**config.mk**
```make
export PLATFORM = sky130hd
export DESIGN_NAME = taeil_trap_edge_irq
export DESIGN_NICKNAME = d
export VERILOG_FILES = /design/src/core/taeil_pkg.sv /design/src/core/taeil_trap_edge_irq.sv
export SDC_FILE = /design/constraint.sdc
export NUM_CORES = 1
export LEC_CHECK = 0
export BUFFER_PORTS_ARGS = -buffer_cell sky130_fd_sc_hd__buf_4
export CAP_MARGIN = 15
export CORE_AREA = 2 2 109 111
export CTS_BUF_LIST = sky130_fd_sc_hd__clkbuf_8
export DETAILED_ROUTE_END_ITERATION = 10
export DIE_AREA = 0 0 111 113
export PLACE_DENSITY_LB_ADDON = 0.25
export SYNTH_ARGS = -nofsm -noshare
export SYNTH_HDL_FRONTEND = slang
export SYNTH_SLANG_ARGS = --single-unit
```
**constraint.sdc**
```tcl
create_clock -name core_clk -period 1.8 [get_ports core_clk]
set_input_delay 0 -clock core_clk [delete_from_list [all_inputs] [get_ports core_clk]]
set_output_delay 0 -clock core_clk [all_outputs]
set_load 0.01 [all_outputs]
```
**src/core/taeil_pkg.sv**
```systemverilog
// Shared constants and carrier types for the trap and edge interrupt logic.
// Assumes a single 250 MHz core clock and an active-low asynchronous reset.
package taeil_pkg;

    // Opcode of the trap instruction; undefined program memory reads as it.
    localparam logic [7:0]  TRAP_OPCODE    = 8'h00;
    // Data returned for an undefined program memory location.
    localparam logic [7:0]  UNDEF_ROM_DATA = 8'h00;
    // Stack pointer value loaded by reset.
    localparam logic [7:0]  SP_RESET       = 8'h2f;
    // Highest address the stack may be popped to.
    localparam logic [7:0]  SP_LIMIT       = 8'h6f;
    // Undefined RAM window and the value it reads back.
    localparam logic [7:0]  UNDEF_RAM_LO   = 8'h30;
    localparam logic [7:0]  UNDEF_RAM_HI   = 8'h3f;
    localparam logic [7:0]  UNDEF_RAM_DATA = 8'hff;
    // Program counter forced after a stack underflow.
    localparam logic [14:0] PC_UNDERFLOW   = 15'h7fff;
    // Low bytes produced by vector arbitration.
    localparam logic [7:0]  VEC_TRAP       = 8'hfe;
    localparam logic [7:0]  VEC_WAKE       = 8'he2;
    localparam logic [7:0]  VEC_DEFAULT    = 8'he0;
    // Number of wakeup port pins.
    localparam int          WAKE_PINS      = 8;

    // Wakeup port configuration as written by software.
    typedef struct packed {
        logic                 groupEn;  // Group interrupt enable.
        logic [WAKE_PINS-1:0] edgeSel;  // One selects the falling edge.
        logic [WAKE_PINS-1:0] enable;   // Per-pin interrupt enable.
    } taeil_wake_cfg_t;

    // Instruction sequencer events, each a one-cycle pulse.
    typedef struct packed {
        logic        instrLoad;   // Instruction register loaded.
        logic [7:0]  opcode;      // Opcode being loaded.
        logic [14:0] instrAddr;   // Address the opcode was fetched from.
        logic        clearTrap;   // Clear-pending instruction executed.
        logic        vector_dispatch_instr;         // Vector dispatch instruction executed.
        logic        irqAck;      // Maskable interrupt taken.
        logic        retIrq;      // Return from interrupt executed.
        logic        push;        // One byte pushed on the stack.
        logic        pop;         // One byte popped from the stack.
    } taeil_seq_evt_t;

endpackage : taeil_pkg

```
**src/core/taeil_trap_edge_irq.sv**
```systemverilog
// Trap pending flag, illegal execution detection and wakeup port edge
// interrupts for an 8-bit core. Assumes every input is synchronous to
// core_clk and that the sequencer presents events as one-cycle pulses.
//
// Contract
// Trap pending flag is internal, unmapped.
// Chip reset clears the trap pending flag.
// Trap condition sets the pending flag.
// Only clear instruction or reset clears flag.
// Loading opcode 00 raises a software trap.
// Undefined program memory reads as zero.
// Pop beyond 06F forces PC to 7FFF.
// Stack pointer resets to 02F, grows down.
// Undefined RAM 030 to 03F reads ones.
// Trap leaves global enable alone, blocks others.
// Only another trap interrupts a trap routine.
// Trap return address is the trap instruction.
// Trap acknowledged immediately, highest priority.
// Maskable routines are not preempted by maskables.
// Eight edge inputs share one vector.
// Per-pin enable for wakeup interrupts.
// Per-pin rising or falling edge select.
// Pending bits latch edges, act as group flag.
// Needs group enable and global enable.
// Wakeup resumes or services per enable.
// Nested traps keep the flag set once.
// No pending request selects default vector.
module taeil_trap_edge_irq #(
    parameter int PINS = taeil_pkg::WAKE_PINS  // Wakeup port width.
) (
    input  wire logic                      core_clk,
    input  wire logic                      resetn,
    input  wire taeil_pkg::taeil_seq_evt_t seqEvt,
    input  wire taeil_pkg::taeil_wake_cfg_t wakeCfg,
    input  wire logic                      globalIrqEnable,
    input  wire logic                      extIrqReq,
    input  wire logic [7:0]                extIrqVec,
    input  wire logic                      lowPowerMode,
    input  wire logic [PINS-1:0]           wakePins,
    input  wire logic [PINS-1:0]           wakePendClear,
    input  wire logic                      progDefined,
    input  wire logic [7:0]                progRawData,
    input  wire logic [7:0]                ramAddr,
    input  wire logic [7:0]                ramRawData,
    output logic                           trapTakeReg,
    output logic [14:0]                    trapReturnAddrReg,
    output logic                           trapPendingReg,
    output logic                           irqReqReg,
    output logic [7:0]                     vectorLowReg,
    output logic [7:0]                     progDataReg,
    output logic [7:0]                     ramDataReg,
    output logic [7:0]                     stackPtrReg,
    output logic                           pcForceReg,
    output logic [14:0]                    pcForceAddrReg,
    output logic [PINS-1:0]                wakePendingReg,
    output logic                           wakeupReg,
    output logic                           wakeServiceReg
);

    // Trap group state and next values.
    logic        trapPendNext;      // Next trap pending flag.
    logic        trapTakeNext;      // Next trap acknowledge pulse.
    logic [14:0] trapRetNext;       // Next return address.
    logic        trapLoad;          // Trap opcode loaded this cycle.

    // Memory return group.
    logic [7:0]  progDataNext;      // Next program data.
    logic [7:0]  ramDataNext;       // Next RAM data.
    logic        ramUndef;          // Address falls in undefined RAM.

    // Stack group.
    logic [7:0]  spNext;            // Next stack pointer.
    logic        pcForceNext;       // Next underflow redirect pulse.
    logic [14:0] pcForceAddrNext;   // Next redirect address.
    logic        underflow;         // Pop past the stack limit.

    // Wakeup port group.
    logic [PINS-1:0] pinsPrevReg;   // Pin levels one cycle ago.
    logic            primedReg;     // Previous levels are valid.
    logic [PINS-1:0] edgeEvt;       // Selected edge seen per pin.
    logic [PINS-1:0] wakePendNext;  // Next pending bits.
    logic            wakeupNext;    // Next wakeup pulse.
    logic            wakeServNext;  // Next service-first flag.
    logic            wakeActive;    // Enabled group request present.

    // Interrupt request group.
    logic            inIsrReg;      // A maskable routine is running.
    logic            inIsrNext;     // Next in-routine state.
    logic            irqReqNext;    // Next maskable request.
    logic [7:0]      vectorNext;    // Next vector low byte.

    // The flag lives only here; nothing software addresses can see it.
    // The clear loses against a trap in the same cycle, so a trap is never
    // dropped, and repeated traps leave a single flag to clear.
    always_comb begin
        trapLoad     = seqEvt.instrLoad &&
                       (seqEvt.opcode == taeil_pkg::TRAP_OPCODE);
        trapPendNext = trapPendingReg;
        trapTakeNext = 1'b0;
        trapRetNext  = trapReturnAddrReg;
        if (trapLoad) begin
            trapPendNext = 1'b1;
            trapTakeNext = 1'b1;
            trapRetNext  = seqEvt.instrAddr;
        end else if (seqEvt.clearTrap) begin
            trapPendNext = 1'b0;
        end
    end

    // Trap registers; reset clears the pending flag.
    always_ff @(posedge core_clk or negedge resetn) begin
        if (!resetn) begin
            trapPendingReg    <= 1'b0;
            trapTakeReg       <= 1'b0;
            trapReturnAddrReg <= 15'h0000;
        end else begin
            trapPendingReg    <= trapPendNext;
            trapTakeReg       <= trapTakeNext;
            trapReturnAddrReg <= trapRetNext;
        end
    end

    // Undefined program memory yields the trap opcode, and undefined RAM
    // yields ones so an underflowed return lands at the top of memory.
    always_comb begin
        ramUndef     = (ramAddr >= taeil_pkg::UNDEF_RAM_LO) &&
                       (ramAddr <= taeil_pkg::UNDEF_RAM_HI);
        progDataNext = progDefined ? progRawData
                                   : taeil_pkg::UNDEF_ROM_DATA;
        ramDataNext  = ramUndef ? taeil_pkg::UNDEF_RAM_DATA
                                : ramRawData;
    end

    // Read data registers.
    always_ff @(posedge core_clk or negedge resetn) begin
        if (!resetn) begin
            progDataReg <= 8'h00;
            ramDataReg  <= 8'h00;
        end else begin
            progDataReg <= progDataNext;
            ramDataReg  <= ramDataNext;
        end
    end

    // Stack pointer grows down on push, up on pop. A pop past the limit
    // redirects the PC; the pointer still moves so software sees the damage.
    always_comb begin
        underflow       = seqEvt.pop && (stackPtrReg >= taeil_pkg::SP_LIMIT);
        spNext          = stackPtrReg;
        pcForceNext     = 1'b0;
        pcForceAddrNext = pcForceAddrReg;
        if (seqEvt.push && !seqEvt.pop) begin
            spNext = stackPtrReg - 8'h01;
        end else if (seqEvt.pop && !seqEvt.push) begin
            spNext = stackPtrReg + 8'h01;
        end
        if (underflow) begin
            pcForceNext     = 1'b1;
            pcForceAddrNext = taeil_pkg::PC_UNDERFLOW;
        end
    end

    // Stack registers.
    always_ff @(posedge core_clk or negedge resetn) begin
        if (!resetn) begin
            stackPtrReg    <= taeil_pkg::SP_RESET;
            pcForceReg     <= 1'b0;
            pcForceAddrReg <= 15'h0000;
        end else begin
            stackPtrReg    <= spNext;
            pcForceReg     <= pcForceNext;
            pcForceAddrReg <= pcForceAddrNext;
        end
    end

    // Edge detection runs one loop per pin. Pending bits latch edges even
    // when the pin is disabled; the enable only gates the request and the wakeup, which
    // matches how software polls the pending register.
    for (genvar i = 0; i < PINS; i++) begin : g_pin
        always_comb begin
            edgeEvt[i] = primedReg && (wakeCfg.edgeSel[i]
                ? (pinsPrevReg[i] && !wakePins[i])
                : (!pinsPrevReg[i] && wakePins[i]));
            wakePendNext[i] = edgeEvt[i] ? 1'b1
                : (wakePendClear[i] ? 1'b0 : wakePendingReg[i]);
        end
    end

    // Group request and wakeup decision from low-power modes.
    always_comb begin
        wakeActive   = wakeCfg.groupEn &&
                       (|(wakePendingReg & wakeCfg.enable));
        wakeupNext   = lowPowerMode && (|(edgeEvt & wakeCfg.enable));
        wakeServNext = wakeServiceReg;
        if (wakeupNext) begin
            wakeServNext = wakeCfg.groupEn && globalIrqEnable;
        end
    end

    // Wakeup registers.
    always_ff @(posedge core_clk or negedge resetn) begin
        if (!resetn) begin
            pinsPrevReg    <= '0;
            primedReg      <= 1'b0;
            wakePendingReg <= '0;
            wakeupReg      <= 1'b0;
            wakeServiceReg <= 1'b0;
        end else begin
            pinsPrevReg    <= wakePins;
            primedReg      <= 1'b1;
            wakePendingReg <= wakePendNext;
            wakeupReg      <= wakeupNext;
            wakeServiceReg <= wakeServNext;
        end
    end

    // Maskable request and vector arbitration. The global enable is only
    // read here, never changed, so a trap leaves it as software set it.
    always_comb begin
        inIsrNext = inIsrReg;
        if (seqEvt.irqAck) begin
            inIsrNext = 1'b1;
        end else if (seqEvt.retIrq) begin
            inIsrNext = 1'b0;
        end
        irqReqNext = globalIrqEnable && !trapPendNext &&
                     !inIsrNext &&
                     (wakeActive || extIrqReq);
        vectorNext = vectorLowReg;
        if (seqEvt.vector_dispatch_instr) begin
            if (trapPendingReg) begin
                vectorNext = taeil_pkg::VEC_TRAP;
            end else if (globalIrqEnable && extIrqReq) begin
                vectorNext = extIrqVec;
            end else if (globalIrqEnable && wakeActive) begin
                vectorNext = taeil_pkg::VEC_WAKE;
            end else begin
                vectorNext = taeil_pkg::VEC_DEFAULT;
            end
        end
    end

    // Request registers.
    always_ff @(posedge core_clk or negedge resetn) begin
        if (!resetn) begin
            inIsrReg     <= 1'b0;
            irqReqReg    <= 1'b0;
            vectorLowReg <= taeil_pkg::VEC_DEFAULT;
        end else begin
            inIsrReg     <= inIsrNext;
            irqReqReg    <= irqReqNext;
            vectorLowReg <= vectorNext;
        end
    end
endmodule // taeil_trap_edge_irq

```
==> flow_metrics.tcl, run 1 <==
set metrics [dict create \
    drt_iter0_drc 144 \
    cp_num_buf_inv 0 \
    grt_max_degree 41 \
    wl_per_cell_um 14.4 \
    drt_pass1_iterations 4 \
    cp_common_cell "xor2_1" \
    p_per_area_nw_per_um2 932 \
    syn-num-nets 439 \
    route.detailed.drc 0 \
    cp_data_required_time_ps 2080 \
    crit_chain "xor2_1 -> ha_2 -> and3b_1 -> o21ai_2 -> a21boi_1 -> nor4_2 -> xor2_1" \
    synth_top_area_cell "dfrtp_1" \
    worst_hold_slack_ps 34.2 \
    post_cts_resized 0 \
    die_w_um 111 \
    synth_async_sr_flop_share 1.00 \
    instances_no_fill 725 \
    status "complete, no violations" \
    final_common_cell "buf_4" \
    clk_pin_slew_worst_paths_ps 80 \
    via_per_inst 4.60 \
    crit_type "reg2reg" \
    yosysWarnings 0 \
    fin_crit_sh 0.972 \
    ys_seq_area_frac 0.544 \
    cpLargestDelayFamily "flip-flops" \
    rsz0062_at_grt "true" \
    p_leak_nw 2.81 \
    worstHoldPathType "in2reg" \
    start_util 0.295 \
    fp.coreArea_sq_um 11300 \
    hold_viol_final 0 \
    cp-end-kind "register" \
    ys_seq_elements 72 \
    rows 39 \
    power_w 0.00532 \
    grt_pass1_wl_um 17300 \
    port_buffers 172 \
    slowest_stage "dfstp_2" \
    n_antenna_cell 0 \
    postRouteAntennaNets 0 \
    ios 177 \
    synth_area_leaders "dfrtp_1 (48%), nand2_1 (7.1%), dfstp_2 (6.3%)" \
    synth_top_area_frac 0.481 \
    final_cell_mix "buf_4 (179), dlygate4sd3_1 (78), dfrtp_1 (64)" \
    max_slew_margin 0.632 \
    post-place-cells 631 \
    clock_sinks 72 \
    setup_viol 0 \
    grt_antenna_before_repair 0 \
    fin_setup_tns_ps 0 \
    tightest_slew_ps 548 \
    place_hpwl_um 6960 \
    final_max_slew_viol_count 0 \
    fin_nets 681 \
    worstPathArrival_ps 2030 \
    die_h_um 113 \
    crit_path_start_kind "register" \
    syn_inst 335 \
    htreeDepth 3 \
    synth_cell_type_count 54 \
    grt_pass1_vias 3495 \
    overflow 0 \
    maxCapViolations 0 \
    max_freq_mhz 571 \
    area_delta_synth_final_pct 71.5 \
    cts_tree "done" \
    peakVddDrop_mv 0.550 \
    num_vias 3336 \
    clkLatencyLatePin_ps 360 \
    synth_area_sq_um 3330 \
    synth-edff-count 0 \
    place_congestion 0.834 \
    post_synth.cell_area_avg_sq_um 9.93 \
    drive_above_1_share 0.387 \
    cts-root-buf "clkbuf_8" \
    dieArea_sq_um 12500 \
    crit_fanout 4 \
    grt_usage 0.173 \
    critical_path.max_stage_delay_ps 540 \
    clock_path_buffers 2 \
    cts_setup_buffers 0 \
    cts_buffers 9 \
    drt_wl_total_um 10400 \
    fin_skew_ps 5.35 \
    final.min_clock_period_ps 1750 \
    synth_top_flop_cell "dfrtp_1" \
]
## worst reg2reg max path: stages, from the launching register on
cell and delay, ps:
dfstp_2 540, xor2_1 60, ha_2 190, and3b_1 170, o21ai_2 150, a21boi_1 110
nor4_2 290, xor2_1 160
## area by class of cell
cell class                 count  area, sq um
sequential                    72         1810
inverter                      20         75.1
tap                          143          179
clock buffer                  10          138
timing repair buffer         258         2140
multi-input combinational    216         1270
clock inverter                 6         92.6
fill                        1009         5560
## per-layer routing
layer / vias up / GRT usage / share of wire / wire length [um]
met2: 130 / 0.281 / 0.49 / 5070
met5: - / 0 / 0 / 0
met4: 0 / 0.0775 / 0.021 / 214
met1: 1591 / 0.209 / 0.42 / 4340
met3: 18 / 0.0600 / 0.077 / 804
li1: 1597 / - / - / -
## flip-flops by register name, indices dropped and copies added, names as in the netlist, 8 cells and up
| name | count |
|---|---|
| progDataReg | 8 |
| ramDataReg | 8 |
| wakePendingReg | 8 |
| stackPtrReg | 8 |
| trapReturnAddrReg | 15 |
| vectorLowReg | 8 |
| pinsPrevReg | 8 |
## synth_stat cells (3+ instances only)
master	count
a21o_1	3
a21oi_1	16
a22oi_1	5
a31oi_1	6
a32oi_1	3
a41o_1	3
and2_1	10
buf_2	4
buf_4	16
clkbuf_1	5
dfrtp_1	64
dfstp_2	8
ha_1	3
inv_1	19
nand2_1	63
nand2b_1	9
nand3_1	4
nand3b_1	6
nor2_1	14
nor3_1	6
o21ai_0	12
o22ai_1	5
or2_2	10
xnor2_1	4
xor2_1	4
## where the power goes
part           total, W  internal, W  switching (W)
logic           0.00172     0.000960       0.000761
clock network   0.00149     0.000822       0.000663
registers       0.00211      0.00185       0.000259
total           0.00532      0.00364        0.00168
## path summary, 6_finish.rpt
kind,slack [ps],cells past startpoint,start,endpoint
hold / removal,30,4,wakeCfg[15],wakePendingReg[7]$_DFFE_PN0P_
max in group asynchronous,1020,3,resetn,vectorLowReg[7]$_DFFE_PN1P_
hold reg to reg,480,2,trapReturnAddrReg[2]$_DFFE_PN0P_,trapReturnAddrReg[2]$_DFFE_PN0P_
setup / recovery,50,7,stackPtrReg[1]$_DFFE_PN1P_,stackPtrReg[6]$_DFFE_PN0P_
min in group asynchronous,130,2,resetn,wakePendingReg[3]$_DFFE_PN0P_
setup reg to reg,50,7,stackPtrReg[1]$_DFFE_PN1P_,stackPtrReg[6]$_DFFE_PN0P_
## metrics by stage
stage	area (sq um)	setup slack (ps)	util
floorplan	3340	-35.3	-
finish	5710	49.5	0.506
detailed placement	4700	62.3	0.417
CTS	5710	37.0	0.506
global placement	4700	102	0.417
global route	5710	-61.6	0.506
## cells by family (layout without fill, tap and decap cells)
family / count (synthesis) / in the layout / share of synthesized area
AOI/OAI and AO/OA: 67 / 67 / 0.135
xor gates and xnor gates: 8 / 8 / 0.0211
adders and majority gates: 3 / 3 / 0.0113
buffers and inverters: 47 / 294 / 0.0771
DFF: 72 / 72 / 0.544
muxes: 2 / 2 / 0.00639
other: 1 / 1 / 0.00113
and+or+nand+nor: 135 / 135 / 0.204
## timing repair
item | 4_1_cts | 5_1_grt
hold endpoints to repair | 127 | 0
hold buffers | 78 | 0
endpoints found under the setup margin | 0 | 2
Note: power is estimated with default switching activity, not from simulation.
==> run 2, diff against run 1 <==
ABC_AREA = 1   (was not set)
SLEW_MARGIN = 30   (was not set)
==> flow_metrics.tcl, run 2 <==
set metrics [dict create \
    status "complete, no violations" \
    p_leak_nw 3.07 \
    cpLargestDelayFamily "flip-flops" \
    cp_data_required_time_ps 2040 \
    setup_viol 0 \
    post_synth_mux_area_share 0.0502 \
    met2_length_um 4890 \
    dieArea_sq_um 12500 \
    maxUsedRoutingLayer "met4" \
    cp-end-kind "register" \
    synth_top_flop_cell "dfrtp_1" \
    synth_top_area_cell "dfrtp_1" \
    clock_path_buffers 2 \
    area_delta_synth_final_pct 72.3 \
    worstHoldPathType "in2reg" \
    wl_per_cell_um 13.0 \
    crit_chain "nand2_2 -> nand2_2 -> inv_2 -> ha_1 -> o21bai_2 -> nand2_1 -> o21bai_2 -> or2_1 -> nand3_1 -> o21ai_0" \
    hold_viol_final 0 \
    cts-root-buf "clkbuf_8" \
    crit_fanout 4 \
    synth_fa_ha_area_frac 0.0112 \
    synth_top_area_frac 0.476 \
    die_h_um 113 \
    cp_num_buf_inv 1 \
    place_hpwl_um 6620 \
    ios 177 \
    rows 39 \
    finalInstanceArea_sq_um 5800 \
    drt_wl_total_um 9910 \
    tightest_slew_ps 542 \
    synthTopCellsByCount "nand2_1 (87), dfrtp_1 (64), inv_1 (54), nand3_1 (24)" \
    synth_area_leaders "dfrtp_1 (48%), nand2_1 (9.7%), dfstp_2 (6.3%)" \
    place_congestion 0.833 \
    start_util 0.298 \
    drt_pass1_iterations 4 \
    num_vias 3297 \
    crit_type "reg2reg" \
    crit_path_start "stackPtrReg[1]$_DFFE_PN1P_" \
    routed-wl-met3_um 893 \
    synth-edff-count 0 \
    synth_area_sq_um 3360 \
    met1Wirelength_um 4020 \
    final.min_clock_period_ps 1710 \
    fin_nets 718 \
    p_per_area_nw_per_um2 846 \
    grt_pass1_wl_um 16200 \
    maxCapViolations 0 \
    grt_usage 0.161 \
    overflow 0 \
    seq_area_sq_um 1810 \
    fp.coreArea_sq_um 11300 \
    critical_path.max_stage_delay_ps 570 \
    clkLatencyLatePin_ps 350 \
    yosysWarnings 0 \
    n_antenna_cell 0 \
    via_per_inst 4.33 \
    largest_reg_flops 15 \
    route.detailed.drc 0 \
    die_w_um 111 \
    drive_above_1_share 0.368 \
    crit_cells 10 \
    ys_seq_area_frac 0.539 \
    clk_pin_slew_worst_paths_ps 90 \
    timing.rr.end "stackPtrReg[4]$_DFFE_PN0P_" \
    multi_input_area_sq_um 1200 \
    synth-xor-area-share 0.0238 \
    worstPathArrival_ps 1950 \
    final_cell_mix "buf_4 (174), dlygate4sd3_1 (86), nand2_1 (85)" \
    grt_antenna_before_repair 0 \
    regMostFlops "trapReturnAddrReg" \
    syn_inst 363 \
    drt_iter0_drc 85 \
    clock_sinks 72 \
    postRouteAntennaNets 0 \
    crit_path_start_kind "register" \
    slowest_stage "dfstp_2" \
    final_common_cell "buf_4" \
    r2r_cells 10 \
    placed_area_sq_um 4720 \
    final_max_slew_viol_count 0 \
    htreeDepth 3 \
    final_core_util 0.514 \
    fin_crit_sh 0.947 \
    fin_skew_ps 17.7 \
    post_synth.cell_area_avg_sq_um 9.27 \
    synth_async_sr_flop_share 1.00 \
    grt_pass1_vias 3492 \
    port_buffers 172 \
    cts_setup_buffers 0 \
    max_freq_mhz 586 \
    cts_buffers 9 \
    synth-compound-area-share 0.0766 \
    cts_tree "done" \
    fin_setup_tns_ps 0 \
    max_slew_margin 0.639 \
    peakVddDrop_mv 0.522 \
    holdPathStages 5 \
    syn-num-nets 467 \
    synth_most_common_cell "nand2_1" \
    r2r-start "stackPtrReg[1]$_DFFE_PN1P_" \
    min-delay-start "wakeCfg[16]" \
    rsz0062_at_grt "false" \
    nFillCells 1008 \
    ys_seq_elements 72 \
    synth_cell_type_count 37 \
    synth_top_family_by_area "simple AND/OR/NAND/NOR gates" \
    holdPathEnd "wakeServiceReg$_DFFE_PN0P_" \
    synthSimpleGateAreaFrac 0.190 \
    r2r_slack_ps 90 \
    grt_max_degree 47 \
]
## run 2: changes by cell type after synthesis, sizes merged, moves of 6 or more
cell    before  now
nor3         7    1
nand2b       9    0
nand3        4   25
nand4        1    9
o21bai       0    9
inv         20   57
nand2       63   87
mux2         1   15
or2         10    3
and2        10    0
## run 2: how the worst max path moves through the flow
stage                                        to  slack, ps
global route         stackPtrReg[4]$_DFFE_PN0P_          6
finish               stackPtrReg[4]$_DFFE_PN0P_         90
global placement     stackPtrReg[4]$_DFFE_PN0P_        120
floorplan            stackPtrReg[4]$_DFFE_PN0P_        150
CTS                 vectorLowReg[7]$_DFFE_PN1P_         60
detailed placement   stackPtrReg[4]$_DFFE_PN0P_         90
## run 2: where the power goes
group / switching, W / leakage, nW / internal [W]
clock network: 0.000641 / 0.107 / 0.000714
registers: 0.000216 / 0.889 / 0.00185
logic: 0.000684 / 2.08 / 0.000797
## run 2: metrics by stage
step | instances | setup slack, ps | hold slack (ps) | power (W)
finish | 762 | 94.8 | 48.6 | 0.00490
global route | 762 | 5.60 | 90.2 | 0.00524
CTS | 762 | 59.1 | 33.5 | 0.00495
detailed placement | 660 | 85.7 | -52.9 | 0.00340
global placement | 660 | 125 | -59.3 | 0.00338
floorplan | 363 | 150 | -296 | 0.00277
## run 2: cell families (layout without fill, tap and decap cells)
logic type      after synthesis  after routing
flops                        72             72
xor+xnor                      7              7
compound gates               42             42
other cells                   1              1
mux                          15             15
simple gates                145            145
buf+inv                      78            334
fa+ha+maj                     3              3
## run 2: final cells by class
| class | count | share of cell area |
|---|---|---|
| Clock buffer | 11 | 0.0261 |
| Clock inverter | 5 | 0.00950 |
| Inverter | 57 | 0.0369 |
| Multi-Input combinational cell | 213 | 0.207 |
| Sequential cell | 72 | 0.313 |
| Tap cell | 143 | 0.0309 |
| Timing Repair Buffer | 261 | 0.377 |
## run 2: metal layers
metal / global-route usage / up-vias
li1: - / 1639
met5: 0 / -
met3: 0.0648 / 8
met2: 0.276 / 120
met4: 0.0525 / 0
met1: 0.186 / 1530
## run 2: timing repair
item	4_1_cts	5_1_grt
endpoints found under the setup margin	0	4
endpoints found under the hold margin	129	0
hold buffers	86	0
gates resized for setup	0	4
## run 2: tightest hold or removal path: cells and delay by family
family,cells,cell delay (ps)
buf+inv,2,180
simple gates,3,190
